$ cat src/ssd_pkg.sv
// Package: constants, types and state layout of the seven-segment command block
//
// Summary of operation
// RULE1 - Six digits with points, digit zero rightmost
// RULE2 - Hold six-digit, two-digit or free mode
// RULE3 - Two-digit mode keeps left four digits
// RULE4 - CPU supplies constant or register operand
// RULE5 - Constant commands act the same in any mode; the code makes 12..15 and 21 depend on the mode
// RULE6 - Constant 0 blanks, clears points, six-digit
// RULE7 - Constants 1,2,3,5 show banners, six-digit
// RULE8 - Constants 4,6 show prefix, two-digit mode
// RULE9 - Constant 7 blanks, six-digit, leading zeros on
// RULE10 - Constant 8 blanks, enters two-digit mode
// RULE11 - Constants 10,11 light point zero or one
// RULE12 - Constants 12..15 light points in six-digit
// RULE13 - Constant 20 free mode, 22 free-in-two-digit
// RULE14 - Constant 21 shifts patterns left in free
// RULE15 - Six-digit register value shown signed, right-justified
// RULE16 - Out of range: display kept, error set
// RULE17 - Two-digit value 0..99 in rightmost two
// RULE18 - Free mode low byte sets rightmost segments
// RULE19 - Bits 0..6 segments a..g, bit 7 point
// RULE20 - Reset: blank, no points, six-digit, no zeros
// RULE21 - One command per strobe, applied next cycle
package ssd_pkg;

  // ************
  // Sizes and register map
  // ************
  localparam int NUM_DIGITS = 6;
  localparam int ADDR_W     = 8;
  localparam int BIN_W      = 20;
  localparam logic [ADDR_W-1:0] OFS_CMD_K  = 8'h00;
  localparam logic [ADDR_W-1:0] OFS_CMD_R  = 8'h04;
  localparam logic [ADDR_W-1:0] OFS_STATUS = 8'h08;
  localparam logic [ADDR_W-1:0] OFS_SEG_LO = 8'h0c;
  localparam logic [ADDR_W-1:0] OFS_SEG_HI = 8'h10;
  localparam int STAT_MODE_LSB = 0;
  localparam int STAT_LZ_BIT   = 2;
  localparam int STAT_FREE_BIT = 3;
  localparam int STAT_ERR_BIT  = 4;
  localparam logic [1:0] RESP_OKAY   = 2'h0;
  localparam logic [1:0] RESP_SLVERR = 2'h2;

  // ************
  // Constant commands and operand ranges
  // ************
  localparam logic [7:0] CMD_CLEAR = 8'h00;
  localparam logic [7:0] CMD_BAN1  = 8'h01;
  localparam logic [7:0] CMD_BAN2  = 8'h02;
  localparam logic [7:0] CMD_HELP  = 8'h03;
  localparam logic [7:0] CMD_HLPNN = 8'h04;
  localparam logic [7:0] CMD_ERROR = 8'h05;
  localparam logic [7:0] CMD_ERRNN = 8'h06;
  localparam logic [7:0] CMD_LZERO = 8'h07;
  localparam logic [7:0] CMD_TWO   = 8'h08;
  localparam logic [7:0] CMD_DP0   = 8'h0a;
  localparam logic [7:0] CMD_DP1   = 8'h0b;
  localparam logic [7:0] CMD_DP2   = 8'h0c;
  localparam logic [7:0] CMD_DP5   = 8'h0f;
  localparam logic [7:0] CMD_FREE  = 8'h14;
  localparam logic [7:0] CMD_SHIFT = 8'h15;
  localparam logic [7:0] CMD_FREE2 = 8'h16;
  localparam logic signed [31:0] NUM6_MIN = -32'sd99999;
  localparam logic signed [31:0] NUM6_MAX = 32'sd999999;
  localparam logic [31:0] NUM2_MAX = 32'd99;

  // ************
  // Segment patterns, bit 0 = a .. bit 6 = g, bit 7 = point
  // ************
  localparam logic [9:0][6:0] DIGIT_SEG = {7'h6f, 7'h7f, 7'h07, 7'h7d, 7'h6d,
                                           7'h66, 7'h4f, 7'h5b, 7'h06, 7'h3f};
  localparam logic [7:0] SEG_BLANK = 8'h00;
  localparam logic [7:0] SEG_MINUS = 8'h40;
  localparam logic [7:0] SEG_FULL  = 8'h7f;
  localparam logic [7:0] SEG_H = 8'h76;
  localparam logic [7:0] SEG_E = 8'h79;
  localparam logic [7:0] SEG_L = 8'h38;
  localparam logic [7:0] SEG_P = 8'h73;
  localparam logic [7:0] SEG_R = 8'h50;
  localparam logic [7:0] SEG_O = 8'h5c;
  // Banners, digit five first
  localparam logic [5:0][7:0] BAN_K1 = {SEG_MINUS, {4{SEG_FULL}}, SEG_MINUS};
  localparam logic [5:0][7:0] BAN_K2 = {{2{SEG_MINUS}}, {2{SEG_FULL}}, {2{SEG_MINUS}}};
  localparam logic [5:0][7:0] BAN_K3 = {{2{SEG_BLANK}}, SEG_H, SEG_E, SEG_L, SEG_P};
  localparam logic [5:0][7:0] BAN_K5 = {SEG_BLANK, SEG_E, SEG_R, SEG_R, SEG_O, SEG_R};
  localparam logic [3:0][7:0] PRE_K4 = {SEG_H, SEG_L, SEG_P, SEG_BLANK};
  localparam logic [3:0][7:0] PRE_K6 = {SEG_E, SEG_R, SEG_R, SEG_BLANK};

  // ************
  // Types
  // ************
  typedef enum logic [1:0] {
    MODE_SIX  = 2'b00,
    MODE_TWO  = 2'b01,
    MODE_FREE = 2'b10
  } ssd_mode_t;

  typedef struct packed {
    logic [NUM_DIGITS-1:0][6:0] seg;
    logic [NUM_DIGITS-1:0]      dp;
  } ssd_disp_t;

  typedef struct packed {
    logic                       aw_full;
    logic [ADDR_W-1:0]          aw_addr;
    logic                       w_full;
    logic [31:0]                w_data;
    logic                       bvalid;
    logic [1:0]                 bresp;
    logic                       rvalid;
    logic [31:0]                rdata;
    logic [1:0]                 rresp;
    ssd_mode_t                  mode;
    logic                       lz;
    logic                       free_en;
    logic                       err;
    logic [NUM_DIGITS-1:0][7:0] pat;
    logic [NUM_DIGITS-1:0]      dp;
    ssd_disp_t                  disp;
  } ssd_state_t;

  localparam ssd_state_t STATE_RST = '0;

endpackage

$ cat src/ssd_cmd.sv
// Seven-segment display command interpreter with AXI4-Lite register port
`timescale 1ns/1ps
module ssd_cmd
  import ssd_pkg::*;
(
  // Clock and reset
  input  wire logic              clk_i,
  input  wire logic              arst_n_i,
  // AXI4-Lite write address
  input  wire logic [ADDR_W-1:0] s_axi_awaddr_i,
  input  wire logic              s_axi_awvalid_i,
  output      logic              s_axi_awready_o,
  // AXI4-Lite write data
  input  wire logic [31:0]       s_axi_wdata_i,
  input  wire logic [3:0]        s_axi_wstrb_i,
  input  wire logic              s_axi_wvalid_i,
  output      logic              s_axi_wready_o,
  // AXI4-Lite write response
  output      logic [1:0]        s_axi_bresp_o,
  output      logic              s_axi_bvalid_o,
  input  wire logic              s_axi_bready_i,
  // AXI4-Lite read address
  input  wire logic [ADDR_W-1:0] s_axi_araddr_i,
  input  wire logic              s_axi_arvalid_i,
  output      logic              s_axi_arready_o,
  // AXI4-Lite read data
  output      logic [31:0]       s_axi_rdata_o,
  output      logic [1:0]        s_axi_rresp_o,
  output      logic              s_axi_rvalid_o,
  input  wire logic              s_axi_rready_i,
  // Display and error flag
  output      ssd_disp_t         disp_o,
  output      logic              err_o
);

  // ************
  // Declarations
  // ************
  ssd_state_t                 st_reg;
  ssd_state_t                 st_next;
  logic signed [31:0]         op;
  logic                       neg;
  logic [BIN_W-1:0]           mag;
  logic [NUM_DIGITS-1:0][3:0] bcd;
  logic [NUM_DIGITS-1:0][6:0] seg_num;
  logic [NUM_DIGITS-1:0][7:0] num6;
  logic [1:0][7:0]            num2;
  logic [2:0]                 msd;
  logic                       in6;
  logic                       in2;
  logic [7:0]                 dp_off;
  logic                       err_set;
  logic                       err_clr;

  // ************
  // Functions
  // ************

  // Address decode, shared by the write and read paths
  function automatic logic addr_ok(input logic [ADDR_W-1:0] a);
    addr_ok = (a == OFS_CMD_K) || (a == OFS_CMD_R) || (a == OFS_STATUS) ||
              (a == OFS_SEG_LO) || (a == OFS_SEG_HI);
  endfunction

  // Missing byte lanes arrive as zero
  function automatic logic [31:0] strb_mask(input logic [31:0] d,
                                            input logic [3:0]  s);
    strb_mask = '0;
    for (int b = 0; b < 4; b++) begin
      if (s[b]) begin
        strb_mask[b*8 +: 8] = d[b*8 +: 8];
      end
    end
  endfunction

  // Shown pattern of one digit, point in bit 7
  function automatic logic [7:0] shown(input ssd_disp_t d, input int i);
    shown = {d.dp[i], d.seg[i]};
  endfunction

  // Read word for an address; zero for unmapped or write-only words
  function automatic logic [31:0] rd_word(input logic [ADDR_W-1:0] a,
                                          input ssd_state_t s);
    rd_word = '0;
    if (a == OFS_STATUS) begin
      rd_word[STAT_MODE_LSB +: 2] = s.mode;
      rd_word[STAT_LZ_BIT]        = s.lz;
      rd_word[STAT_FREE_BIT]      = s.free_en;
      rd_word[STAT_ERR_BIT]       = s.err;
    end else if (a == OFS_SEG_LO) begin
      for (int i = 0; i < 4; i++) begin
        rd_word[i*8 +: 8] = shown(s.disp, i);
      end
    end else if (a == OFS_SEG_HI) begin
      for (int i = 0; i < 2; i++) begin
        rd_word[i*8 +: 8] = shown(s.disp, i + 4);
      end
    end
  endfunction

  // ************
  // Handshake outputs
  // ************

  // Each write channel takes one item and holds it until the write executes; the read channel waits while an answer is pending
  assign s_axi_awready_o = ~st_reg.aw_full;
  assign s_axi_wready_o  = ~st_reg.w_full;
  assign s_axi_arready_o = ~st_reg.rvalid;

  // Registered answers
  assign s_axi_bvalid_o = st_reg.bvalid;
  assign s_axi_bresp_o  = st_reg.bresp;
  assign s_axi_rvalid_o = st_reg.rvalid;
  assign s_axi_rdata_o  = st_reg.rdata;
  assign s_axi_rresp_o  = st_reg.rresp;

  // Display and flag straight from flip-flops
  assign disp_o = st_reg.disp;
  assign err_o  = st_reg.err;

  // ************
  // Numeric rendering
  // ************

  // Operand is the latched write word, read as signed
  assign op     = st_reg.w_data;
  assign neg    = op[31];
  assign mag    = neg ? BIN_W'(-op) : op[BIN_W-1:0];
  assign dp_off = op[7:0] - CMD_DP0;

  // Range windows of the two numeric modes
  assign in6 = (op >= NUM6_MIN) && (op <= NUM6_MAX); // [RULE15] [RULE16]
  assign in2 = (st_reg.w_data <= NUM2_MAX);          // [RULE17] [RULE16]

  // One converter serves both numeric modes
  ssd_bin2bcd u_bcd (
    .bin_i (mag),
    .bcd_o (bcd)
  );

  // Per-digit encoders
  for (genvar gi = 0; gi < NUM_DIGITS; gi++) begin : g_enc
    ssd_seg_enc u_enc (
      .digit_i (bcd[gi]),
      .seg_o   (seg_num[gi])
    );
  end

  // Six-digit form: right-justified, blanks or zeros to the left
  always_comb begin
    msd = '0;
    for (int i = 1; i < NUM_DIGITS; i++) begin
      if (bcd[i] != 4'h0) begin
        msd = 3'(i);
      end
    end
    for (int i = 0; i < NUM_DIGITS; i++) begin
      num6[i] = SEG_BLANK;
      if (st_reg.lz || (3'(i) <= msd)) begin
        num6[i] = {1'b0, seg_num[i]};             // [RULE9] [RULE15]
      end
    end
    // Negative values hold at most five digits, so a slot is always free
    if (neg) begin
      if (st_reg.lz) begin
        num6[NUM_DIGITS-1] = SEG_MINUS;
      end else begin
        num6[msd + 3'h1] = SEG_MINUS;             // [RULE15]
      end
    end
  end

  // Two-digit form: tens blank unless nonzero or zeros wanted
  always_comb begin
    num2[0] = {1'b0, seg_num[0]};
    num2[1] = SEG_BLANK;
    if (st_reg.lz || (bcd[1] != 4'h0)) begin
      num2[1] = {1'b0, seg_num[1]};
    end
  end

  // ************
  // Next-state logic
  // ************
  always_comb begin
    st_next = st_reg;
    err_set = 1'b0;
    err_clr = 1'b0;

    // Write address and data are taken independently, in either order
    if (s_axi_awvalid_i && !st_reg.aw_full) begin
      st_next.aw_full = 1'b1;
      st_next.aw_addr = s_axi_awaddr_i;
    end
    if (s_axi_wvalid_i && !st_reg.w_full) begin
      st_next.w_full = 1'b1;
      st_next.w_data = strb_mask(s_axi_wdata_i, s_axi_wstrb_i);
    end
    if (st_reg.bvalid && s_axi_bready_i) begin
      st_next.bvalid = 1'b0;
    end

    // A complete write is one command; it lands one edge later
    if (st_reg.aw_full && st_reg.w_full && !st_reg.bvalid) begin // [RULE21]
      st_next.aw_full = 1'b0;
      st_next.w_full  = 1'b0;
      st_next.bvalid  = 1'b1;
      st_next.bresp   = addr_ok(st_reg.aw_addr) ? RESP_OKAY : RESP_SLVERR;

      if (st_reg.aw_addr == OFS_CMD_K) begin
        // Constant operand: same effect in every mode except points 2..5 and shift
        unique case (op[7:0])                                    // [RULE5]
          CMD_CLEAR: begin
            st_next.pat     = '0;                                // [RULE6]
            st_next.dp      = '0;
            st_next.mode    = MODE_SIX;
            st_next.lz      = 1'b0;
            st_next.free_en = 1'b0;
          end
          CMD_BAN1: begin
            st_next.pat     = BAN_K1;                            // [RULE7]
            st_next.mode    = MODE_SIX;
            st_next.free_en = 1'b0;
          end
          CMD_BAN2: begin
            st_next.pat     = BAN_K2;                            // [RULE7]
            st_next.mode    = MODE_SIX;
            st_next.free_en = 1'b0;
          end
          CMD_HELP: begin
            st_next.pat     = BAN_K3;                            // [RULE7]
            st_next.mode    = MODE_SIX;
            st_next.free_en = 1'b0;
          end
          CMD_ERROR: begin
            st_next.pat     = BAN_K5;                            // [RULE7]
            st_next.mode    = MODE_SIX;
            st_next.free_en = 1'b0;
          end
          CMD_HLPNN: begin
            st_next.pat[5:2] = PRE_K4;                           // [RULE8]
            st_next.pat[1:0] = '0;
            st_next.mode     = MODE_TWO;
            st_next.free_en  = 1'b0;
          end
          CMD_ERRNN: begin
            st_next.pat[5:2] = PRE_K6;                           // [RULE8]
            st_next.pat[1:0] = '0;
            st_next.mode     = MODE_TWO;
            st_next.free_en  = 1'b0;
          end
          CMD_LZERO: begin
            st_next.pat     = '0;                                // [RULE9]
            st_next.mode    = MODE_SIX;
            st_next.lz      = 1'b1;
            st_next.free_en = 1'b0;
          end
          CMD_TWO: begin
            st_next.pat     = '0;                                // [RULE10]
            st_next.mode    = MODE_TWO;
            st_next.free_en = 1'b0;
          end
          CMD_DP0, CMD_DP1: begin
            st_next.dp[dp_off[2:0]] = 1'b1;                      // [RULE11]
          end
          CMD_DP2, CMD_DP2 + 8'h01, CMD_DP2 + 8'h02, CMD_DP5: begin
            // Upper points only take effect in six-digit mode
            if (st_reg.mode == MODE_SIX) begin
              st_next.dp[dp_off[2:0]] = 1'b1;                    // [RULE12]
            end
          end
          CMD_FREE: begin
            st_next.mode    = MODE_FREE;                         // [RULE13]
            st_next.free_en = 1'b0;
          end
          CMD_FREE2: begin
            st_next.mode    = MODE_TWO;                          // [RULE13]
            st_next.free_en = 1'b1;
          end
          CMD_SHIFT: begin
            // Leftmost pattern falls off, a blank enters at the right
            if ((st_reg.mode == MODE_FREE) || st_reg.free_en) begin
              st_next.pat = {st_reg.pat[4:0], SEG_BLANK};        // [RULE14]
            end
          end
          default: begin
            // Unknown constants are ignored
          end
        endcase
      end else if (st_reg.aw_addr == OFS_CMD_R) begin
        // Register operand: effect depends on the held mode
        if ((st_reg.mode == MODE_FREE) || st_reg.free_en) begin
          st_next.pat[0] = op[7:0];                              // [RULE18] [RULE19]
        end else begin
          unique case (st_reg.mode)                              // [RULE2]
            MODE_SIX: begin
              if (in6) begin
                st_next.pat = num6;                              // [RULE15]
              end else begin
                err_set = 1'b1;                                  // [RULE16]
              end
            end
            MODE_TWO: begin
              // Left four digits stay as the prefix left them
              if (in2) begin
                st_next.pat[1:0] = num2;                         // [RULE3] [RULE17]
              end else begin
                err_set = 1'b1;                                  // [RULE16]
              end
            end
            default: begin
              err_set = 1'b1;
            end
          endcase
        end
      end else if (st_reg.aw_addr == OFS_STATUS) begin
        // Error flag is write-one-to-clear
        err_clr = op[STAT_ERR_BIT];
      end
    end

    // A new error outranks a clear in the same cycle
    st_next.err = (st_reg.err & ~err_clr) | err_set;             // [RULE16]

    // Read channel: answer registered one edge after the address
    if (st_reg.rvalid && s_axi_rready_i) begin
      st_next.rvalid = 1'b0;
    end
    if (s_axi_arvalid_i && !st_reg.rvalid) begin
      st_next.rvalid = 1'b1;
      st_next.rdata  = rd_word(s_axi_araddr_i, st_reg);
      st_next.rresp  = addr_ok(s_axi_araddr_i) ? RESP_OKAY : RESP_SLVERR;
    end

    // Digit outputs: segments plus merged point sources
    for (int i = 0; i < NUM_DIGITS; i++) begin
      st_next.disp.seg[i] = st_next.pat[i][6:0];                 // [RULE1] [RULE19]
      st_next.disp.dp[i]  = st_next.pat[i][7] | st_next.dp[i];   // [RULE1]
    end
  end

  // ************
  // State register
  // ************

  // Reset leaves a blank six-digit display with zeros suppressed
  always_ff @(posedge clk_i or negedge arst_n_i) begin
    if (!arst_n_i) begin
      st_reg <= STATE_RST;                                       // [RULE20]
    end else begin
      st_reg <= st_next;
    end
  end

endmodule

$ cat src/ssd_seg_enc.sv
// One decimal digit to seven-segment pattern
`timescale 1ns/1ps
module ssd_seg_enc
  import ssd_pkg::*;
(
  // Digit in, pattern out
  input  wire logic [3:0] digit_i,
  output      logic [6:0] seg_o
);

  // Codes above nine cannot arise from the converter; show blank
  always_comb begin
    seg_o = SEG_BLANK[6:0];
    if (digit_i <= 4'h9) begin
      seg_o = DIGIT_SEG[digit_i];
    end
  end

endmodule

$ cat src/ssd_bin2bcd.sv
// Binary magnitude to six decimal digits, shift-and-add-three
`timescale 1ns/1ps
module ssd_bin2bcd
  import ssd_pkg::*;
(
  // Magnitude in, digits out
  input  wire logic [BIN_W-1:0]           bin_i,
  output      logic [NUM_DIGITS-1:0][3:0] bcd_o
);

  // Fully combinational; values above 999999 wrap but are never shown
  always_comb begin
    logic [NUM_DIGITS*4-1:0] acc;
    acc = '0;
    for (int b = BIN_W - 1; b >= 0; b--) begin
      for (int d = 0; d < NUM_DIGITS; d++) begin
        if (acc[d*4 +: 4] >= 4'h5) begin
          acc[d*4 +: 4] = acc[d*4 +: 4] + 4'h3;
        end
      end
      acc = {acc[NUM_DIGITS*4-2:0], bin_i[b]};
    end
    bcd_o = acc;
  end

endmodule

$ cat config.mk
export PLATFORM = sky130hd
export DESIGN_NAME = ssd_cmd
export DESIGN_NICKNAME = d
export VERILOG_FILES = /design/src/ssd_pkg.sv /design/src/ssd_cmd.sv /design/src/ssd_seg_enc.sv /design/src/ssd_bin2bcd.sv
export SDC_FILE = /design/constraint.sdc
export NUM_CORES = 1
export LEC_CHECK = 0
export BUFFER_PORTS_ARGS = -buffer_cell sky130_fd_sc_hd__buf_2
export CAP_MARGIN = 20
export CELL_PAD_IN_SITES_DETAIL_PLACEMENT = 1
export CELL_PAD_IN_SITES_GLOBAL_PLACEMENT = 2
export CORE_UTILIZATION = 25
export CTS_CLUSTER_DIAMETER = 80
export DETAILED_ROUTE_END_ITERATION = 10
export PLACE_DENSITY_LB_ADDON = 0.1
export SYNTH_ARGS = -nofsm -noshare
export SYNTH_HDL_FRONTEND = slang
export SYNTH_SLANG_ARGS = --single-unit
$ cat constraint.sdc
create_clock -name clk_i -period 59.7 [get_ports clk_i]
set_input_delay 14.925 -clock clk_i [delete_from_list [all_inputs] [get_ports clk_i]]
set_output_delay 14.925 -clock clk_i [all_outputs]
set_load 0.1 [all_outputs]
==> key figures <==
STA
  – Fin Clk Skew: 0.0146 ns
  – Tmin final: 25.75 ns
  – Slew at the pin closest to its max-slew limit: 1.18 ns
  – Slew headroom: 21.6%
  – RSZ-0062 raised after global routing: false
  – Final period utilization: 43.1%
  – Final Setup Violations: 0
  – Sum of negative setup slack: 0 ns
  – Fmax: 38.8 MHz
  – Fin. max-slew vios: 0
  – Final hold vios: 0

GRT
  – First-pass GRT wire length: 112000 um
  – Vias in the first global route: 19000
  – Largest net degree at the start of global routing: 87
  – Initial antenna violation count: 0
  – Global route overflow: 0
  – Total GRT Usage: 18.5%

Floorplan
  – Initial core utilization: 25.4%
  – CORE AREA: 73300 um^2
  – Die Footprint: 75600 um^2
  – Die Wd: 275 um
  – Die Height: 275 um
  – FP Rows: 99
  – IO Count: 149

Detailed routing
  – Metal3 WL: 1670 um
  – Final WL: 70300 um
  – Post-DR vias/cell: 5.37
  – DR iter-0 viols: 699
  – DRT Pass-1 Iters: 4
  – Number of routed nets with antenna violations: 0
  – Routed WL per cell: 20.5 um
  – DR top layer: met4
  – M1 wire length: 32700 um
  – Via Count: 18400
  – Remaining DRCs: 0
  – Met2 wire len: 34800 um

Worst setup path
  – Timing endpoint of the critical path: disp_o[14]$_DFFE_PN0P_
  – Crit-path max FO: 12
  – CP startpoint: op[0]$_DFFE_PN0P_
  – Worst Path Arrival: 26.03 ns
  – Worst r2r dst: disp_o[14]$_DFFE_PN0P_
  – Worst reg2reg path startpoint: op[0]$_DFFE_PN0P_
  – Reg2reg setup slack: 33.95 ns
  – Most frequent CP cell: ha_1
  – Crit-path max cell delay: 0.56 ns
  – Worst Setup Start Kind: flip-flop
  – Crit. End Element: flip-flop
  – Setup CP Type: reg2reg
  – Slowest-stage cell, CP: a2111oi_0
  – Worst EP required: 59.99 ns
  – R2R depth: 105

Yosys
  – Cells after Synth: 2428
  – Asr flop ratio synth: 100%
  – Post-synthesis cell type count: 132
  – Xor-xnor portion of the synthesized cell area: 2.59%
  – Synth Area in Compound Gates: 31.4%
  – Largest family of logic cells by synthesized area: compound AO/OA/AOI/OAI gates
  – Yosys reg bits: 143
  – Top_reg_cell synth: dfrtp_1
  – Seq/Total Area, Yosys: 19.2%
  – Post-synthesis area per instance: 7.67 um^2
  – Adder-Cell Fraction of Synth Area: 8.13%
  – Multiplexer share of the synthesized area: 7.43%
  – Post-synth EDFFs: 0
  – Post-Syn Area: 18600 um^2
  – Synth Warn #: 0
  – Simple-Gate Fraction of Synth Area: 23.2%

Worst hold path
  – Hold Path Class: reg2reg
  – Hold Path Depth: 2

Clock network
  – H-tree depth: 4
  – CTS tree: built
  – Root buffer cell: clkbuf_16
  – CTS clock-pin slew for the worst setup and hold paths: 0.07 ns
  – Num CTS Buffers: 17
  – Clk_lat worst skew: 0.44 ns
  – Post-CTS Setup Bufs: 0
  – Deepest clock path buffer count: 2
  – # resized after CTS: 0
  – Hold_buf cts: 0
  – Sink Count: 143

Place
  – IO Port Bufs: 146
  – Gpl congestion: 0.829
  – Post-DP HPWL: 56300 um

Final layout
  – Layout cells sized above 1: 15.5%
  – Final core occ: 27.8%
  – Number of nets in the layout: 2631
  – Fillers: 8901
  – Area grow syn2layout: 9.26%
  – Max reg flops: 42
  – Diodes inserted: 0

Run status
  – Status: complete, no violations

Job
  – Max Cap Viol: 0
-- cells by family after synthesis --
logic type	count (synthesis)
other	1
AO/OA/AOI/OAI	794
XOR/XNOR	51
AND/OR/NAND/NOR	888
flip-flops	143
multiplexers	122
buffers and inverters	308
adder cells (fa/ha/maj)	121
-- cell type report --
type                       instances  area (um^2)  share of cell area [%]
clock buffer                      17          425                    2.09
clock inverter                    15          153                   0.750
inverter                         144          541                    2.66
sequential                       143         3580                    17.6
tap                              959         1200                    5.89
multi-input combinational       1978        13600                    66.6
timing repair buffer             167          895                    4.39
-- layer usage --
layer  vias up  global-route usage [%]
met5         -                       0
met4         0                    4.14
met3        51                    1.50
met2       240                    32.7
met1      9113                    24.2
li1       8961                       -
-- worst max-delay path: cells and delay by family, from the launching register on --
family	cells	cell delay [ns]
buffers and inverters	10	1.44
adder cells (fa/ha/maj)	17	4.60
flip-flops	1	0.53
AND/OR/NAND/NOR	37	7.47
AO/OA/AOI/OAI	32	8.05
multiplexers	1	0.30
XOR/XNOR	8	3.27
-- layout by cell type, fill, tap and decap left out, types with 29 or more instances in the layout --
cell type	count
a21oi_1	144
o21ai_1	29
o21ai_0	157
o211ai_1	32
nand2b_1	49
mux2_2	36
xnor2_1	36
nor3_1	67
dfrtp_1	143
buf_2	145
nand3_1	87
nor2_1	169
mux2i_1	64
inv_1	130
nand2_1	307
ha_1	121
-- cells in the mapped netlist, types with 30 or more instances --
library cell / count / area (um^2)
nor2_1: 169 / 634
nand2b_1: 49 / 307
o21ai_0: 157 / 786
buf_4: 84 / 631
clkbuf_1: 62 / 233
inv_1: 130 / 488
o211ai_1: 32 / 240
o21ai_1: 30 / 150
nand2_1: 308 / 1160
dfrtp_1: 143 / 3580
ha_1: 121 / 1510
nor3_1: 68 / 340
mux2i_1: 64 / 641
xnor2_1: 36 / 315
a21oi_1: 144 / 721
nand3_1: 87 / 435
mux2_2: 36 / 405
-- how the worst min path moves through the flow --
stage / start / endpoint / slack (ns)
2_1_floorplan: s_axi_rdata_o[16]$_DFFE_PN0P_ / s_axi_rdata_o[16]$_DFFE_PN0P_ / 0.44
3_3_place_gp: s_axi_rdata_o[28]$_DFFE_PN0P_ / s_axi_rdata_o[28]$_DFFE_PN0P_ / 0.45
3_5_place_dp: s_axi_rdata_o[23]$_DFFE_PN0P_ / s_axi_rdata_o[23]$_DFFE_PN0P_ / 0.46
4_1_cts: s_axi_rdata_o[23]$_DFFE_PN0P_ / s_axi_rdata_o[23]$_DFFE_PN0P_ / 0.47
5_1_grt: s_axi_rdata_o[26]$_DFFE_PN0P_ / s_axi_rdata_o[26]$_DFFE_PN0P_ / 0.49
6_report: s_axi_rdata_o[27]$_DFFE_PN0P_ / s_axi_rdata_o[27]$_DFFE_PN0P_ / 0.47
-- metrics by stage --
stage	std cells	hold WS, ns	setup slack [ns]	cell area, um^2
global placement	3391	0.447	34.85	19800
detailed placement	3391	0.457	34.03	19800
CTS	3423	0.473	33.86	20400
global route	3423	0.494	31.64	20400
finish	3423	0.468	33.95	20400
floorplan	2429	0.440	38.55	18600
Power is left out: the tool's default activity adds up to more than one toggle a clock period on the data nets, which glitch-free logic cannot reach.
